===== src/hdl/char_lcd_pkg.sv =====
// Shared constants for the character display instruction decoder.
// Assumes a single 10 MHz system clock; times are kept in ns here and converted to cycles in the decoder.
package char_lcd_pkg;
    // Instruction execution times at the reference oscillator, in ns.
    localparam int unsigned EXEC_SHORT_NS = 37000;
    localparam int unsigned EXEC_LONG_NS  = 1520000;
    localparam int unsigned ADDR_UPD_NS   = 4000;
    localparam int unsigned REF_OSC_KHZ   = 270;
    localparam int unsigned CLK_PERIOD_NS = 100;
    // Reset values and fixed codes.
    localparam logic [7:0]  BLANK_CODE    = 8'h20;
    localparam logic        RST_BUS_WIDTH = 1'b1;
    localparam logic        RST_INCR      = 1'b1;
    localparam int unsigned TEXT_DEPTH    = 128;
    localparam int unsigned GLYPH_DEPTH   = 64;
    // Controller states, one-hot.
    typedef enum logic [3:0] {
        S_IDLE  = 4'b0001,
        S_EXEC  = 4'b0010,
        S_CLEAR = 4'b0100,
        S_AUPD  = 4'b1000
    } ctl_state_t;
    // Instruction classes by leading one.
    typedef enum logic [3:0] {
        C_NONE, C_CLEAR, C_HOME, C_ENTRY, C_DISP, C_SHIFT, C_FUNC, C_GLYPH, C_TEXT
    } cmd_class_t;
endpackage


===== src/hdl/host_bus_port.sv =====
// Host bus front end: synchronises the host pins and assembles bytes.
// Assumes the strobe and bus lines are asynchronous to mclk_i.
`timescale 1ns/100ps
module host_bus_port (
    input  wire logic       mclk_i,
    input  wire logic       reset_n_i,
    input  wire logic       strobe_i,
    input  wire logic       register_select_line_i,
    input  wire logic       rw_i,
    input  wire logic [7:0] data_i,
    input  wire logic       bus_width_select_i,
    output logic            xfer_o,
    output logic            xfer_rs_o,
    output logic            xfer_rw_o,
    output logic [7:0]      xfer_byte_o,
    output logic            low_phase_o,
    output logic            rs_o,
    output logic            rw_o,
    output logic            strobe_o
);
    // ****************************************
    // Synchronisers
    // ****************************************
    logic [10:0] meta_ff;
    logic [10:0] sync_ff;
    logic        strobe_d_ff;
    logic        phase_ff;
    logic [3:0]  hi_nib_ff;
    logic        nxt_phase;
    logic [3:0]  nxt_hi_nib;
    logic        fall;

    // Two flops before any logic looks at the pins.
    always_ff @(posedge mclk_i or negedge reset_n_i) begin
        if (!reset_n_i) begin
            meta_ff     <= 11'h000;
            sync_ff     <= 11'h000;
            strobe_d_ff <= 1'b0;
            phase_ff    <= 1'b0;
            hi_nib_ff   <= 4'h0;
        end else begin
            meta_ff     <= {strobe_i, register_select_line_i, rw_i, data_i};
            sync_ff     <= meta_ff;
            strobe_d_ff <= sync_ff[10];
            phase_ff    <= nxt_phase;
            hi_nib_ff   <= nxt_hi_nib;
        end
    end

    // ****************************************
    // Byte assembly
    // ****************************************
    // Data is latched on the falling strobe, as the host holds it stable then.
    // nibble pairing
    always_comb begin
        fall        = strobe_d_ff & ~sync_ff[10];
        nxt_phase   = phase_ff;
        nxt_hi_nib  = hi_nib_ff;
        xfer_o      = 1'b0;
        xfer_byte_o = sync_ff[7:0];
        if (bus_width_select_i) begin
            nxt_phase = 1'b0;
            xfer_o    = fall;
        end else if (fall) begin
            nxt_phase = ~phase_ff;
            if (!phase_ff) begin
                nxt_hi_nib = sync_ff[7:4];
            end else begin
                xfer_o = 1'b1;
            end
            xfer_byte_o = {hi_nib_ff, sync_ff[7:4]};
        end
    end

    assign xfer_rs_o   = sync_ff[9];
    assign xfer_rw_o   = sync_ff[8];
    assign rs_o        = sync_ff[9];
    assign rw_o        = sync_ff[8];
    assign strobe_o    = sync_ff[10];
    assign low_phase_o = phase_ff;
endmodule


===== src/hdl/char_lcd_instruction_decoder.sv =====
// Instruction decoder and executor of a character display controller.
// Assumes host pins asynchronous to mclk_i; display drive lives elsewhere.
// How it works
// - Clear fills text RAM blank, pointer zero.
// - Home zeroes pointer and shift, long time.
// - Entry mode stores direction and shift option.
// - Display control stores display, cursor, blink.
// - Shift command moves cursor or display only.
// - Function set stores width, lines, font.
// - Glyph address command loads pointer, glyph target.
// - Text address command loads pointer, text target.
// - Status read returns busy and pointer.
// - Data transfers step pointer by entry direction.
// - Pointer steps after busy ends plus delay.
// - Execution times scale with oscillator frequency.
// - Data write stores into last-addressed RAM.
// - Narrow bus carries bytes high nibble first.
// - Cursor shift decrements left, increments right.
`timescale 1ns/100ps
module char_lcd_instruction_decoder #(
    parameter int unsigned OSC_KHZ  = char_lcd_pkg::REF_OSC_KHZ,
    parameter int unsigned LONG_CYC = char_lcd_pkg::EXEC_LONG_NS / char_lcd_pkg::CLK_PERIOD_NS
                                      * char_lcd_pkg::REF_OSC_KHZ / OSC_KHZ
) (
    input  wire logic       mclk_i,
    input  wire logic       reset_n_i,
    input  wire logic       strobe_i,
    input  wire logic       register_select_line_i,
    input  wire logic       rw_i,
    input  wire logic [7:0] data_i,
    output logic [7:0]      data_o,
    output logic            data_oe_o,
    output logic            busy_indicator_o,
    output logic [6:0]      address_pointer_o,
    output logic            display_on_o,
    output logic            cursor_on_o,
    output logic            blink_on_o,
    output logic            two_line_o,
    output logic            font_large_o,
    output logic            bus_width_select_o,
    output logic [6:0]      display_offset_o
);
    // ****************************************
    // Timing
    // ****************************************
    // All times round down; never below one cycle.
    localparam int unsigned SHORT_CYC = char_lcd_pkg::EXEC_SHORT_NS / char_lcd_pkg::CLK_PERIOD_NS
                                        * char_lcd_pkg::REF_OSC_KHZ / OSC_KHZ;
    localparam int unsigned AUPD_CYC  = char_lcd_pkg::ADDR_UPD_NS / char_lcd_pkg::CLK_PERIOD_NS
                                        * char_lcd_pkg::REF_OSC_KHZ / OSC_KHZ;

    function automatic char_lcd_pkg::cmd_class_t classify(input logic [7:0] b);
        if (b[7])      return char_lcd_pkg::C_TEXT;
        else if (b[6]) return char_lcd_pkg::C_GLYPH;
        else if (b[5]) return char_lcd_pkg::C_FUNC;
        else if (b[4]) return char_lcd_pkg::C_SHIFT;
        else if (b[3]) return char_lcd_pkg::C_DISP;
        else if (b[2]) return char_lcd_pkg::C_ENTRY;
        else if (b[1]) return char_lcd_pkg::C_HOME;
        else if (b[0]) return char_lcd_pkg::C_CLEAR;
        else           return char_lcd_pkg::C_NONE;
    endfunction

    // Pointer arithmetic; glyph addresses wrap within six bits.
    function automatic logic [6:0] step(input logic [6:0] p, input logic up, input logic g);
        logic [6:0] r;
        r = up ? 7'(p + 7'h01) : 7'(p - 7'h01);
        return g ? {1'b0, r[5:0]} : r;
    endfunction

    // ****************************************
    // Host front end
    // ****************************************
    logic       xfer;
    logic       xfer_rs;
    logic       xfer_rw;
    logic [7:0] xbyte;
    logic       low_phase;
    logic       rs_s;
    logic       rw_s;
    logic       strobe_s;

    host_bus_port u_port (
        .mclk_i                 (mclk_i),
        .reset_n_i              (reset_n_i),
        .strobe_i               (strobe_i),
        .register_select_line_i (register_select_line_i),
        .rw_i                   (rw_i),
        .data_i                 (data_i),
        .bus_width_select_i     (bus_width_select_o),
        .xfer_o                 (xfer),
        .xfer_rs_o              (xfer_rs),
        .xfer_rw_o              (xfer_rw),
        .xfer_byte_o            (xbyte),
        .low_phase_o            (low_phase),
        .rs_o                   (rs_s),
        .rw_o                   (rw_s),
        .strobe_o               (strobe_s)
    );

    // ****************************************
    // Control state
    // ****************************************
    char_lcd_pkg::ctl_state_t state_ff, nxt_state;
    logic [19:0] cnt_ff, nxt_cnt;
    logic [6:0]  ptr_ff, nxt_ptr, cur_ptr, ofs_ff, nxt_ofs;
    logic        glyph_ff, nxt_glyph, incr_ff, nxt_incr, eshift_ff, nxt_eshift;
    logic [2:0]  disp_ff, nxt_disp;
    logic [2:0]  func_ff, nxt_func;
    logic        accept, wr_ram;
    logic        xfer_rs_pend_ff, nxt_pend;
    logic [7:0]  rdbyte, nxt_dout;
    logic        nxt_oe;
    logic [7:0]  text_ram [char_lcd_pkg::TEXT_DEPTH];
    logic [7:0]  glyph_ram [char_lcd_pkg::GLYPH_DEPTH];
    char_lcd_pkg::cmd_class_t cls;

    assign accept = xfer && !(xfer_rs == 1'b0 && xfer_rw == 1'b1)
                    && (state_ff == char_lcd_pkg::S_IDLE || state_ff == char_lcd_pkg::S_AUPD);
    assign cls    = classify(xbyte);
    assign wr_ram = accept && xfer_rs && !xfer_rw;

    // Next-state logic for the whole controller.
    always_comb begin
        nxt_state  = state_ff;
        nxt_cnt    = cnt_ff;
        nxt_ptr    = ptr_ff;
        nxt_ofs    = ofs_ff;
        nxt_glyph  = glyph_ff;
        nxt_incr   = incr_ff;
        nxt_eshift = eshift_ff;
        nxt_disp   = disp_ff;
        nxt_func   = func_ff;
        cur_ptr    = (state_ff == char_lcd_pkg::S_AUPD) ? step(ptr_ff, incr_ff, glyph_ff) : ptr_ff;
        case (state_ff)
            char_lcd_pkg::S_IDLE: ;
            char_lcd_pkg::S_EXEC: begin
                nxt_cnt = 20'(cnt_ff - 20'h1);
                if (cnt_ff <= 20'h1) begin
                    nxt_state = char_lcd_pkg::S_IDLE;
                    if (xfer_rs_pend_ff) begin
                        nxt_state = char_lcd_pkg::S_AUPD;
                        nxt_cnt   = 20'(AUPD_CYC);
                    end
                end
            end
            char_lcd_pkg::S_CLEAR: begin
                nxt_cnt = 20'(cnt_ff + 20'h1);
                if (cnt_ff == 20'(char_lcd_pkg::TEXT_DEPTH - 1)) begin
                    nxt_state = char_lcd_pkg::S_EXEC;
                    nxt_cnt   = 20'(LONG_CYC);
                    nxt_ptr   = 7'h00;
                    nxt_ofs   = 7'h00;
                    nxt_glyph = 1'b0;
                    nxt_incr  = 1'b1;
                end
            end
            char_lcd_pkg::S_AUPD: begin
                nxt_cnt = 20'(cnt_ff - 20'h1);
                if (cnt_ff <= 20'h1) begin
                    nxt_state = char_lcd_pkg::S_IDLE;
                    nxt_ptr   = cur_ptr;
                end
            end
            default: nxt_state = char_lcd_pkg::S_IDLE;
        endcase
        if (accept) begin
            nxt_ptr   = cur_ptr;
            nxt_state = char_lcd_pkg::S_EXEC;
            nxt_cnt   = 20'(SHORT_CYC);
            if (xfer_rs) begin
                // data write, display shift on entry
                if (!xfer_rw && !glyph_ff && eshift_ff) begin
                    nxt_ofs = incr_ff ? 7'(ofs_ff + 7'h01) : 7'(ofs_ff - 7'h01);
                end
            end else begin
                case (cls)
                    char_lcd_pkg::C_CLEAR: begin
                        nxt_state = char_lcd_pkg::S_CLEAR;
                        nxt_cnt   = 20'h0;
                    end
                    char_lcd_pkg::C_HOME: begin
                        nxt_ptr   = 7'h00;
                        nxt_ofs   = 7'h00;
                        nxt_glyph = 1'b0;
                        nxt_cnt   = 20'(LONG_CYC);
                    end
                    char_lcd_pkg::C_ENTRY: begin
                        nxt_incr   = xbyte[1];
                        nxt_eshift = xbyte[0];
                    end
                    char_lcd_pkg::C_DISP: nxt_disp = xbyte[2:0];
                    char_lcd_pkg::C_SHIFT: begin
                        if (xbyte[3]) begin
                            nxt_ofs = xbyte[2] ? 7'(ofs_ff - 7'h01) : 7'(ofs_ff + 7'h01);
                        end else begin
                            nxt_ptr = step(cur_ptr, xbyte[2], glyph_ff);
                        end
                    end
                    char_lcd_pkg::C_FUNC: nxt_func = xbyte[4:2];
                    char_lcd_pkg::C_GLYPH: begin
                        nxt_ptr   = {1'b0, xbyte[5:0]};
                        nxt_glyph = 1'b1;
                    end
                    char_lcd_pkg::C_TEXT: begin
                        nxt_ptr   = xbyte[6:0];
                        nxt_glyph = 1'b0;
                    end
                    default: nxt_state = char_lcd_pkg::S_IDLE;
                endcase
            end
        end
    end

    // Data transfers leave a step pending until busy drops.
    // step after transfer
    assign nxt_pend = accept ? xfer_rs : xfer_rs_pend_ff;

    always_ff @(posedge mclk_i or negedge reset_n_i) begin
        if (!reset_n_i) begin
            state_ff        <= char_lcd_pkg::S_IDLE;
            cnt_ff          <= 20'h0;
            ptr_ff          <= 7'h00;
            ofs_ff          <= 7'h00;
            glyph_ff        <= 1'b0;
            incr_ff         <= char_lcd_pkg::RST_INCR;
            eshift_ff       <= 1'b0;
            disp_ff         <= 3'h0;
            func_ff         <= {char_lcd_pkg::RST_BUS_WIDTH, 2'h0};
            xfer_rs_pend_ff <= 1'b0;
            data_o          <= 8'h00;
            data_oe_o       <= 1'b0;
        end else begin
            state_ff        <= nxt_state;
            cnt_ff          <= nxt_cnt;
            ptr_ff          <= nxt_ptr;
            ofs_ff          <= nxt_ofs;
            glyph_ff        <= nxt_glyph;
            incr_ff         <= nxt_incr;
            eshift_ff       <= nxt_eshift;
            disp_ff         <= nxt_disp;
            func_ff         <= nxt_func;
            xfer_rs_pend_ff <= nxt_pend;
            data_o          <= nxt_dout;
            data_oe_o       <= nxt_oe;
        end
    end

    // RAM writes; contents are not reset, clear is done by instruction.
    always_ff @(posedge mclk_i) begin
        if (state_ff == char_lcd_pkg::S_CLEAR) begin
            text_ram[cnt_ff[6:0]] <= char_lcd_pkg::BLANK_CODE;
        end else if (wr_ram && glyph_ff) begin
            glyph_ram[cur_ptr[5:0]] <= xbyte;
        end else if (wr_ram) begin
            text_ram[cur_ptr] <= xbyte;
        end
    end

    // ****************************************
    // Read path
    // ****************************************
    // status word
    always_comb begin
        // A data read inside the update wait must see the stepped address.
        rdbyte = glyph_ff ? glyph_ram[cur_ptr[5:0]] : text_ram[cur_ptr];
        if (!rs_s) begin
            rdbyte = {busy_indicator_o, ptr_ff};
        end
        nxt_dout = rdbyte;
        if (!bus_width_select_o) begin
            nxt_dout = low_phase ? {rdbyte[3:0], 4'h0} : {rdbyte[7:4], 4'h0};
        end
        nxt_oe = strobe_s & rw_s;
    end

    assign busy_indicator_o   = state_ff == char_lcd_pkg::S_EXEC || state_ff == char_lcd_pkg::S_CLEAR;
    assign address_pointer_o  = ptr_ff;
    assign display_on_o       = disp_ff[2];
    assign cursor_on_o        = disp_ff[1];
    assign blink_on_o         = disp_ff[0];
    assign bus_width_select_o = func_ff[2];
    assign two_line_o         = func_ff[1];
    assign font_large_o       = func_ff[0];
    assign display_offset_o   = ofs_ff;

    // ****************************************
    // Assertions
    // ****************************************
    logic cmd_ok;
    assign cmd_ok = accept && !xfer_rs;

    property p_clear_start;
        @(posedge mclk_i) disable iff (!reset_n_i)
        cmd_ok && cls == char_lcd_pkg::C_CLEAR |=> state_ff == char_lcd_pkg::S_CLEAR && busy_indicator_o;
    endproperty
    a_clear_start: assert property (p_clear_start) else $error("clear did not start");
    property p_clear_end;
        @(posedge mclk_i) disable iff (!reset_n_i)
        state_ff == char_lcd_pkg::S_CLEAR && nxt_state == char_lcd_pkg::S_EXEC
        |=> ptr_ff == 7'h00 && incr_ff && !glyph_ff;
    endproperty
    a_clear_end: assert property (p_clear_end) else $error("clear left pointer set");
    property p_home;
        @(posedge mclk_i) disable iff (!reset_n_i)
        cmd_ok && cls == char_lcd_pkg::C_HOME |=> ptr_ff == 7'h00 && ofs_ff == 7'h00
        && cnt_ff == 20'(LONG_CYC);
    endproperty
    a_home: assert property (p_home) else $error("home failed");
    property p_entry;
        @(posedge mclk_i) disable iff (!reset_n_i)
        cmd_ok && cls == char_lcd_pkg::C_ENTRY |=> incr_ff == $past(xbyte[1])
        && eshift_ff == $past(xbyte[0]);
    endproperty
    a_entry: assert property (p_entry) else $error("entry mode not stored");
    property p_disp;
        @(posedge mclk_i) disable iff (!reset_n_i)
        cmd_ok && cls == char_lcd_pkg::C_DISP |=> display_on_o == $past(xbyte[2])
        && blink_on_o == $past(xbyte[0]);
    endproperty
    a_disp: assert property (p_disp) else $error("display flags wrong");
    property p_glyph;
        @(posedge mclk_i) disable iff (!reset_n_i)
        cmd_ok && cls == char_lcd_pkg::C_GLYPH |=> glyph_ff && ptr_ff == {1'b0, $past(xbyte[5:0])};
    endproperty
    a_glyph: assert property (p_glyph) else $error("glyph address wrong");
    property p_text;
        @(posedge mclk_i) disable iff (!reset_n_i)
        cmd_ok && cls == char_lcd_pkg::C_TEXT |=> !glyph_ff && ptr_ff == $past(xbyte[6:0]);
    endproperty
    a_text: assert property (p_text) else $error("text address wrong");
    property p_busy_hold;
        @(posedge mclk_i) disable iff (!reset_n_i)
        accept && xfer_rs |=> busy_indicator_o [*8];
    endproperty
    a_busy_hold: assert property (p_busy_hold) else $error("busy dropped early");
    property p_step;
        @(posedge mclk_i) disable iff (!reset_n_i)
        state_ff == char_lcd_pkg::S_AUPD && cnt_ff == 20'h1 && !accept
        |=> ptr_ff == step($past(ptr_ff), incr_ff, glyph_ff) && !busy_indicator_o;
    endproperty
    a_step: assert property (p_step) else $error("pointer step wrong");
endmodule


===== config.mk =====
export PLATFORM = sky130hd
export DESIGN_NAME = char_lcd_instruction_decoder
export DESIGN_NICKNAME = d
export VERILOG_FILES = /design/src/hdl/char_lcd_pkg.sv /design/src/hdl/host_bus_port.sv /design/src/hdl/char_lcd_instruction_decoder.sv
export SDC_FILE = /design/constraint.sdc
export NUM_CORES = 2
export LEC_CHECK = 0
export BUFFER_PORTS_ARGS = -buffer_cell sky130_fd_sc_hd__buf_2
export CELL_PAD_IN_SITES_DETAIL_PLACEMENT = 0
export CELL_PAD_IN_SITES_GLOBAL_PLACEMENT = 1
export CORE_UTILIZATION = 55
export CTS_CLUSTER_SIZE = 20
export DETAILED_ROUTE_END_ITERATION = 6
export PLACE_DENSITY_LB_ADDON = 0.1
export SYNTH_ARGS = -nofsm -noshare
export SYNTH_HDL_FRONTEND = slang
export SYNTH_HIERARCHICAL = 1
export SYNTH_SLANG_ARGS = --single-unit

===== constraint.sdc =====
create_clock -name mclk_i -period 16.4 [get_ports mclk_i]
set_input_delay 1.64 -clock mclk_i [delete_from_list [all_inputs] [get_ports mclk_i]]
set_output_delay 1.64 -clock mclk_i [all_outputs]
set_load 0.02 [all_outputs]

==> metrics.yaml <==
job:
  maxCapViolations: 0
floorplan:
  die_h_um: 350
  std_cell_rows: 127
  io_pins: 43
  core_area_mm2: 0.120
  dieArea_mm2: 0.123
  die_width_um: 350
  start_util: 0.555
placement:
  portBuffers: 42
  gp_congestion: 0.931
  place_hpwl_um: 148000
  dpl_worst_slack_ns: 9.28
  place_area_mm2: 0.0691
critical_path:
  worstSetupEndpointType: "flop"
  r2r_start: "address_pointer_o[1]$_DFFE_PN0P_"
  crit_type: "reg2reg"
  cp.buffers_inverters: 4
  cp_slowest_cell: "fa_4"
  required_ns: 17.12
  worstPathCellList: "buf_4 > clkinv_1 > fa_4 > buf_4 > nor2_1 > nand3_1 > nand2_4 > buf_4 > a22o_1 > a2111oi_0 > o32ai_1 > nor4bb_1 > o21ai_0 > o221a_2"
  path_delay_family: "buffers and inverters"
  cp_max_fo: 35
  critPathLaunchType: "flop"
  cp_data_arrival_time_ns: 8.36
  cp_slowest_stage_delay_ns: 1.29
  cpMostUsedCell: "buf_4"
  r2r_end: "data_o[5]$_DFF_PN0_"
  r2r_slack_ns: 8.76
  crit_start: "address_pointer_o[1]$_DFFE_PN0P_"
  rr_worst_depth: 14
  endpoint: "data_o[5]$_DFF_PN0_"
  crit_cells: 14
global_route:
  antenna_found_initial: 19
  grt_max_degree: 103
  grt_use_total: 0.399
  grt_pass1_vias: 42599
  grt_overflow: 0
  grt_pass1_wl_um: 338000
layout:
  synthToLayoutAreaGrowth_pct: 11.3
  finalNetCount: 4542
  nFillCells: 8961
  final_cell_area_mm2: 0.0742
  drive_gt1_frac: 0.133
power:
  p_per_area_mw_per_mm2: 145
  ir_worst_vdd_mv: 0.164
  pwr-share-seq: 0.432
  power.switching_mw: 3.44
  pwr-share-comb: 0.228
  power.leakage_nw: 23.8
  p_sw_frac: 0.318
  p_int_mw: 7.35
  power.share.clock: 0.340
synthesis:
  synth_top_area_share: 0.692
  netlist_area_mm2: 0.0667
  yosysTopAreaCell: "edfxtp_1"
  synth-edff-count: 1536
  async_flop_share: 0.0524
  yosysWarnings: 6
  synth_seq_cells: 1621
  yosysSeqAreaShare: 0.724
  ys_top_cells_by_area: "edfxtp_1 69%, dfrtp_1 3.1%, a222oi_1 2.1%"
  syn_inst: 4461
  synthesis.nets: 4492
  ys.flop_type: "edfxtp_1"
  syn_area_per_cell_um2: 14.9
  synth_cell_type_count: 95
clock_network:
  cts_buffers: 163
  clock_path_buffers: 3
  clkTransAtPathRegs_ns: 0.07
  ctsResizeCount: 0
  cts_tree: "done"
  clock_latency_ns: 0.84
  post-cts-setup-buffer-count: 0
  cts.htree.levels: 4
  cts_sinks: 1621
  ctsHoldBuffers: 0
  clockRootBuffer: "clkbuf_16"
routing:
  vias_per_cell: 7.41
  post_drt_wl_per_cell_um: 39.4
  wl_met2_um: 105000
  drt_iter0_markers: 8744
  num_vias: 46422
  antenna_left: 0
  top_layer_used: "met5"
  drc: 9
  finalWirelength_um: 247000
  wl_met1_um: 88500
  firstDrtPassIters: 7
  routed-wl-met3_um: 37200
timing:
  worstMarginPinSlew_ns: 1.40
  max_freq_mhz: 131
  skew_ns: 0.0544
  setup-tns-final_ns: 0
  relSlewSlack: 0.0649
  min_period_over_period: 0.466
  maxSlewViolCount: 0
  worst_slack_ns: 8.76
  grt_setup_unrepaired: "no"
  layout_min_cycle_time_ns: 7.64
  setup_viol: 0
  finalHoldViolCount: 0
run_status:
  outcome: "complete, but fails checks"
  violations: "DRC"
worst_hold_path:
  hp-class: "reg2reg"
[power by group through the flow]
stage | clock network (mW) | registers (mW) | logic, mW
2_1_floorplan | 0 | 4.71 | 1.38
3_3_place_gp | 0 | 4.75 | 2.33
3_5_place_dp | 0 | 4.75 | 2.35
4_1_cts | 3.66 | 4.66 | 2.35
5_1_grt | 3.81 | 4.67 | 2.49
6_report | 3.67 | 4.66 | 2.46
[synthesized netlist by cell type, types with 21 or more instances]
cell type  number
nand4_1        45
a22o_1         75
o21ai_0       212
edfxtp_1     1536
o21a_1         24
o2bb2ai_1      38
inv_1          38
mux2i_1       140
dfrtp_1        82
and4_1         24
a21oi_1       117
mux2_2         95
o22ai_1        39
nor3_1         63
nor4_1         32
a31oi_1        47
and3_1         49
a22oi_1       169
nand2_1       275
buf_2         119
o32ai_1        21
buf_1          24
a221o_1        22
a2111oi_0      27
a211oi_1       23
nor2_1        304
a222oi_1      142
clkbuf_1      156
nand3_1       109
a221oi_1       74
[how the worst min path moves through the flow]
stage / from / slack (ns) / cells after the start / end
finish: u_port/meta_ff[6]$_DFF_PN0_ / 0.35 / 0 / u_port/sync_ff[6]$_DFF_PN0_
global route: u_port/meta_ff[6]$_DFF_PN0_ / 0.35 / 0 / u_port/sync_ff[6]$_DFF_PN0_
CTS: u_port/meta_ff[8]$_DFF_PN0_ / 0.35 / 0 / u_port/sync_ff[8]$_DFF_PN0_
detailed placement: u_port/meta_ff[8]$_DFF_PN0_ / 0.33 / 0 / u_port/sync_ff[8]$_DFF_PN0_
global placement: u_port/meta_ff[8]$_DFF_PN0_ / 0.33 / 0 / u_port/sync_ff[8]$_DFF_PN0_
floorplan: u_port/meta_ff[0]$_DFF_PN0_ / 0.33 / 0 / u_port/sync_ff[0]$_DFF_PN0_
[routing by layer]
metal	GRT usage	vias to the layer above
li1	-	18315
met1	0.546	23131
met2	0.570	4105
met3	0.121	853
met4	0.224	18
met5	0.00589	-
[placed cells by master, fill, tap and decap left out, types with 18 or more instances in the layout]
master | synthesis | layout
edfxtp_1 | 1536 | 1536
nor2_1 | 304 | 300
nand2_1 | 275 | 263
o21ai_0 | 212 | 209
a22oi_1 | 169 | 169
clkbuf_16 | 0 | 164
buf_4 | 8 | 151
a222oi_1 | 142 | 142
mux2i_1 | 140 | 140
a21oi_1 | 117 | 115
nand3_1 | 109 | 108
mux2_2 | 95 | 95
dfrtp_1 | 82 | 81
a22o_1 | 75 | 75
a221oi_1 | 74 | 74
and3_1 | 49 | 47
a31oi_1 | 47 | 46
nor3_1 | 63 | 45
nand4_1 | 45 | 45
clkbuf_1 | 156 | 45
clkinv_1 | 2 | 42
buf_2 | 119 | 41
o22ai_1 | 39 | 39
o2bb2ai_1 | 38 | 38
inv_1 | 38 | 36
nor4_1 | 32 | 31
a2111oi_0 | 27 | 26
and4_1 | 24 | 24
o21a_1 | 24 | 24
a211oi_1 | 23 | 23
clkinv_2 | 0 | 22
a221o_1 | 22 | 22
o32ai_1 | 21 | 19
o2111ai_1 | 18 | 18
nor3_2 | 1 | 18
[area by class of cell]
class                   instances  area (µm²)  area share
diodes                          7        17.5    0.000236
multi-input cells            2488       17200       0.232
clock buffers                 212        4310      0.0581
clock inverters                88         836      0.0113
well taps                    1612        2020      0.0272
flip-flops and latches       1621       48300       0.650
inverters                      41         160     0.00216
repair buffers                196        1420      0.0191
[stage by stage]
stage	hold WS, ns	total power, mW	instances	util
5_1_grt	0.355	11.0	6258	0.618
4_1_cts	0.348	10.7	6258	0.618
6_report	0.346	10.8	6265	0.618
3_5_place_dp	0.335	7.09	5958	0.575
3_3_place_gp	0.332	7.08	5958	0.575
2_1_floorplan	0.331	6.09	4461	-
[registers in the layout, summed over array words and instances (netlist names), 3 cells and up]
| register | count |
|---|---|
| text_ram | 1024 |
| glyph_ram | 512 |
| cnt_ff | 20 |
| u_port/meta_ff | 11 |
| u_port/sync_ff | 11 |
| data_o | 8 |
| address_pointer_o | 7 |
| display_offset_o | 7 |
| state_ff | 4 |
| u_port/hi_nib_ff | 4 |
| disp_ff | 3 |
| func_ff | 3 |
[cells by family after synthesis]
group | after synthesis | share of synthesized area
buf+inv | 352 | 0.0230
flops | 1621 | 0.724
fa+ha+maj | 18 | 0.00360
mux | 241 | 0.0391
xor+xnor | 19 | 0.00261
simple gates | 1009 | 0.0727
compound gates | 1201 | 0.135
No activity file was read; power rests on OpenSTA's default activity.
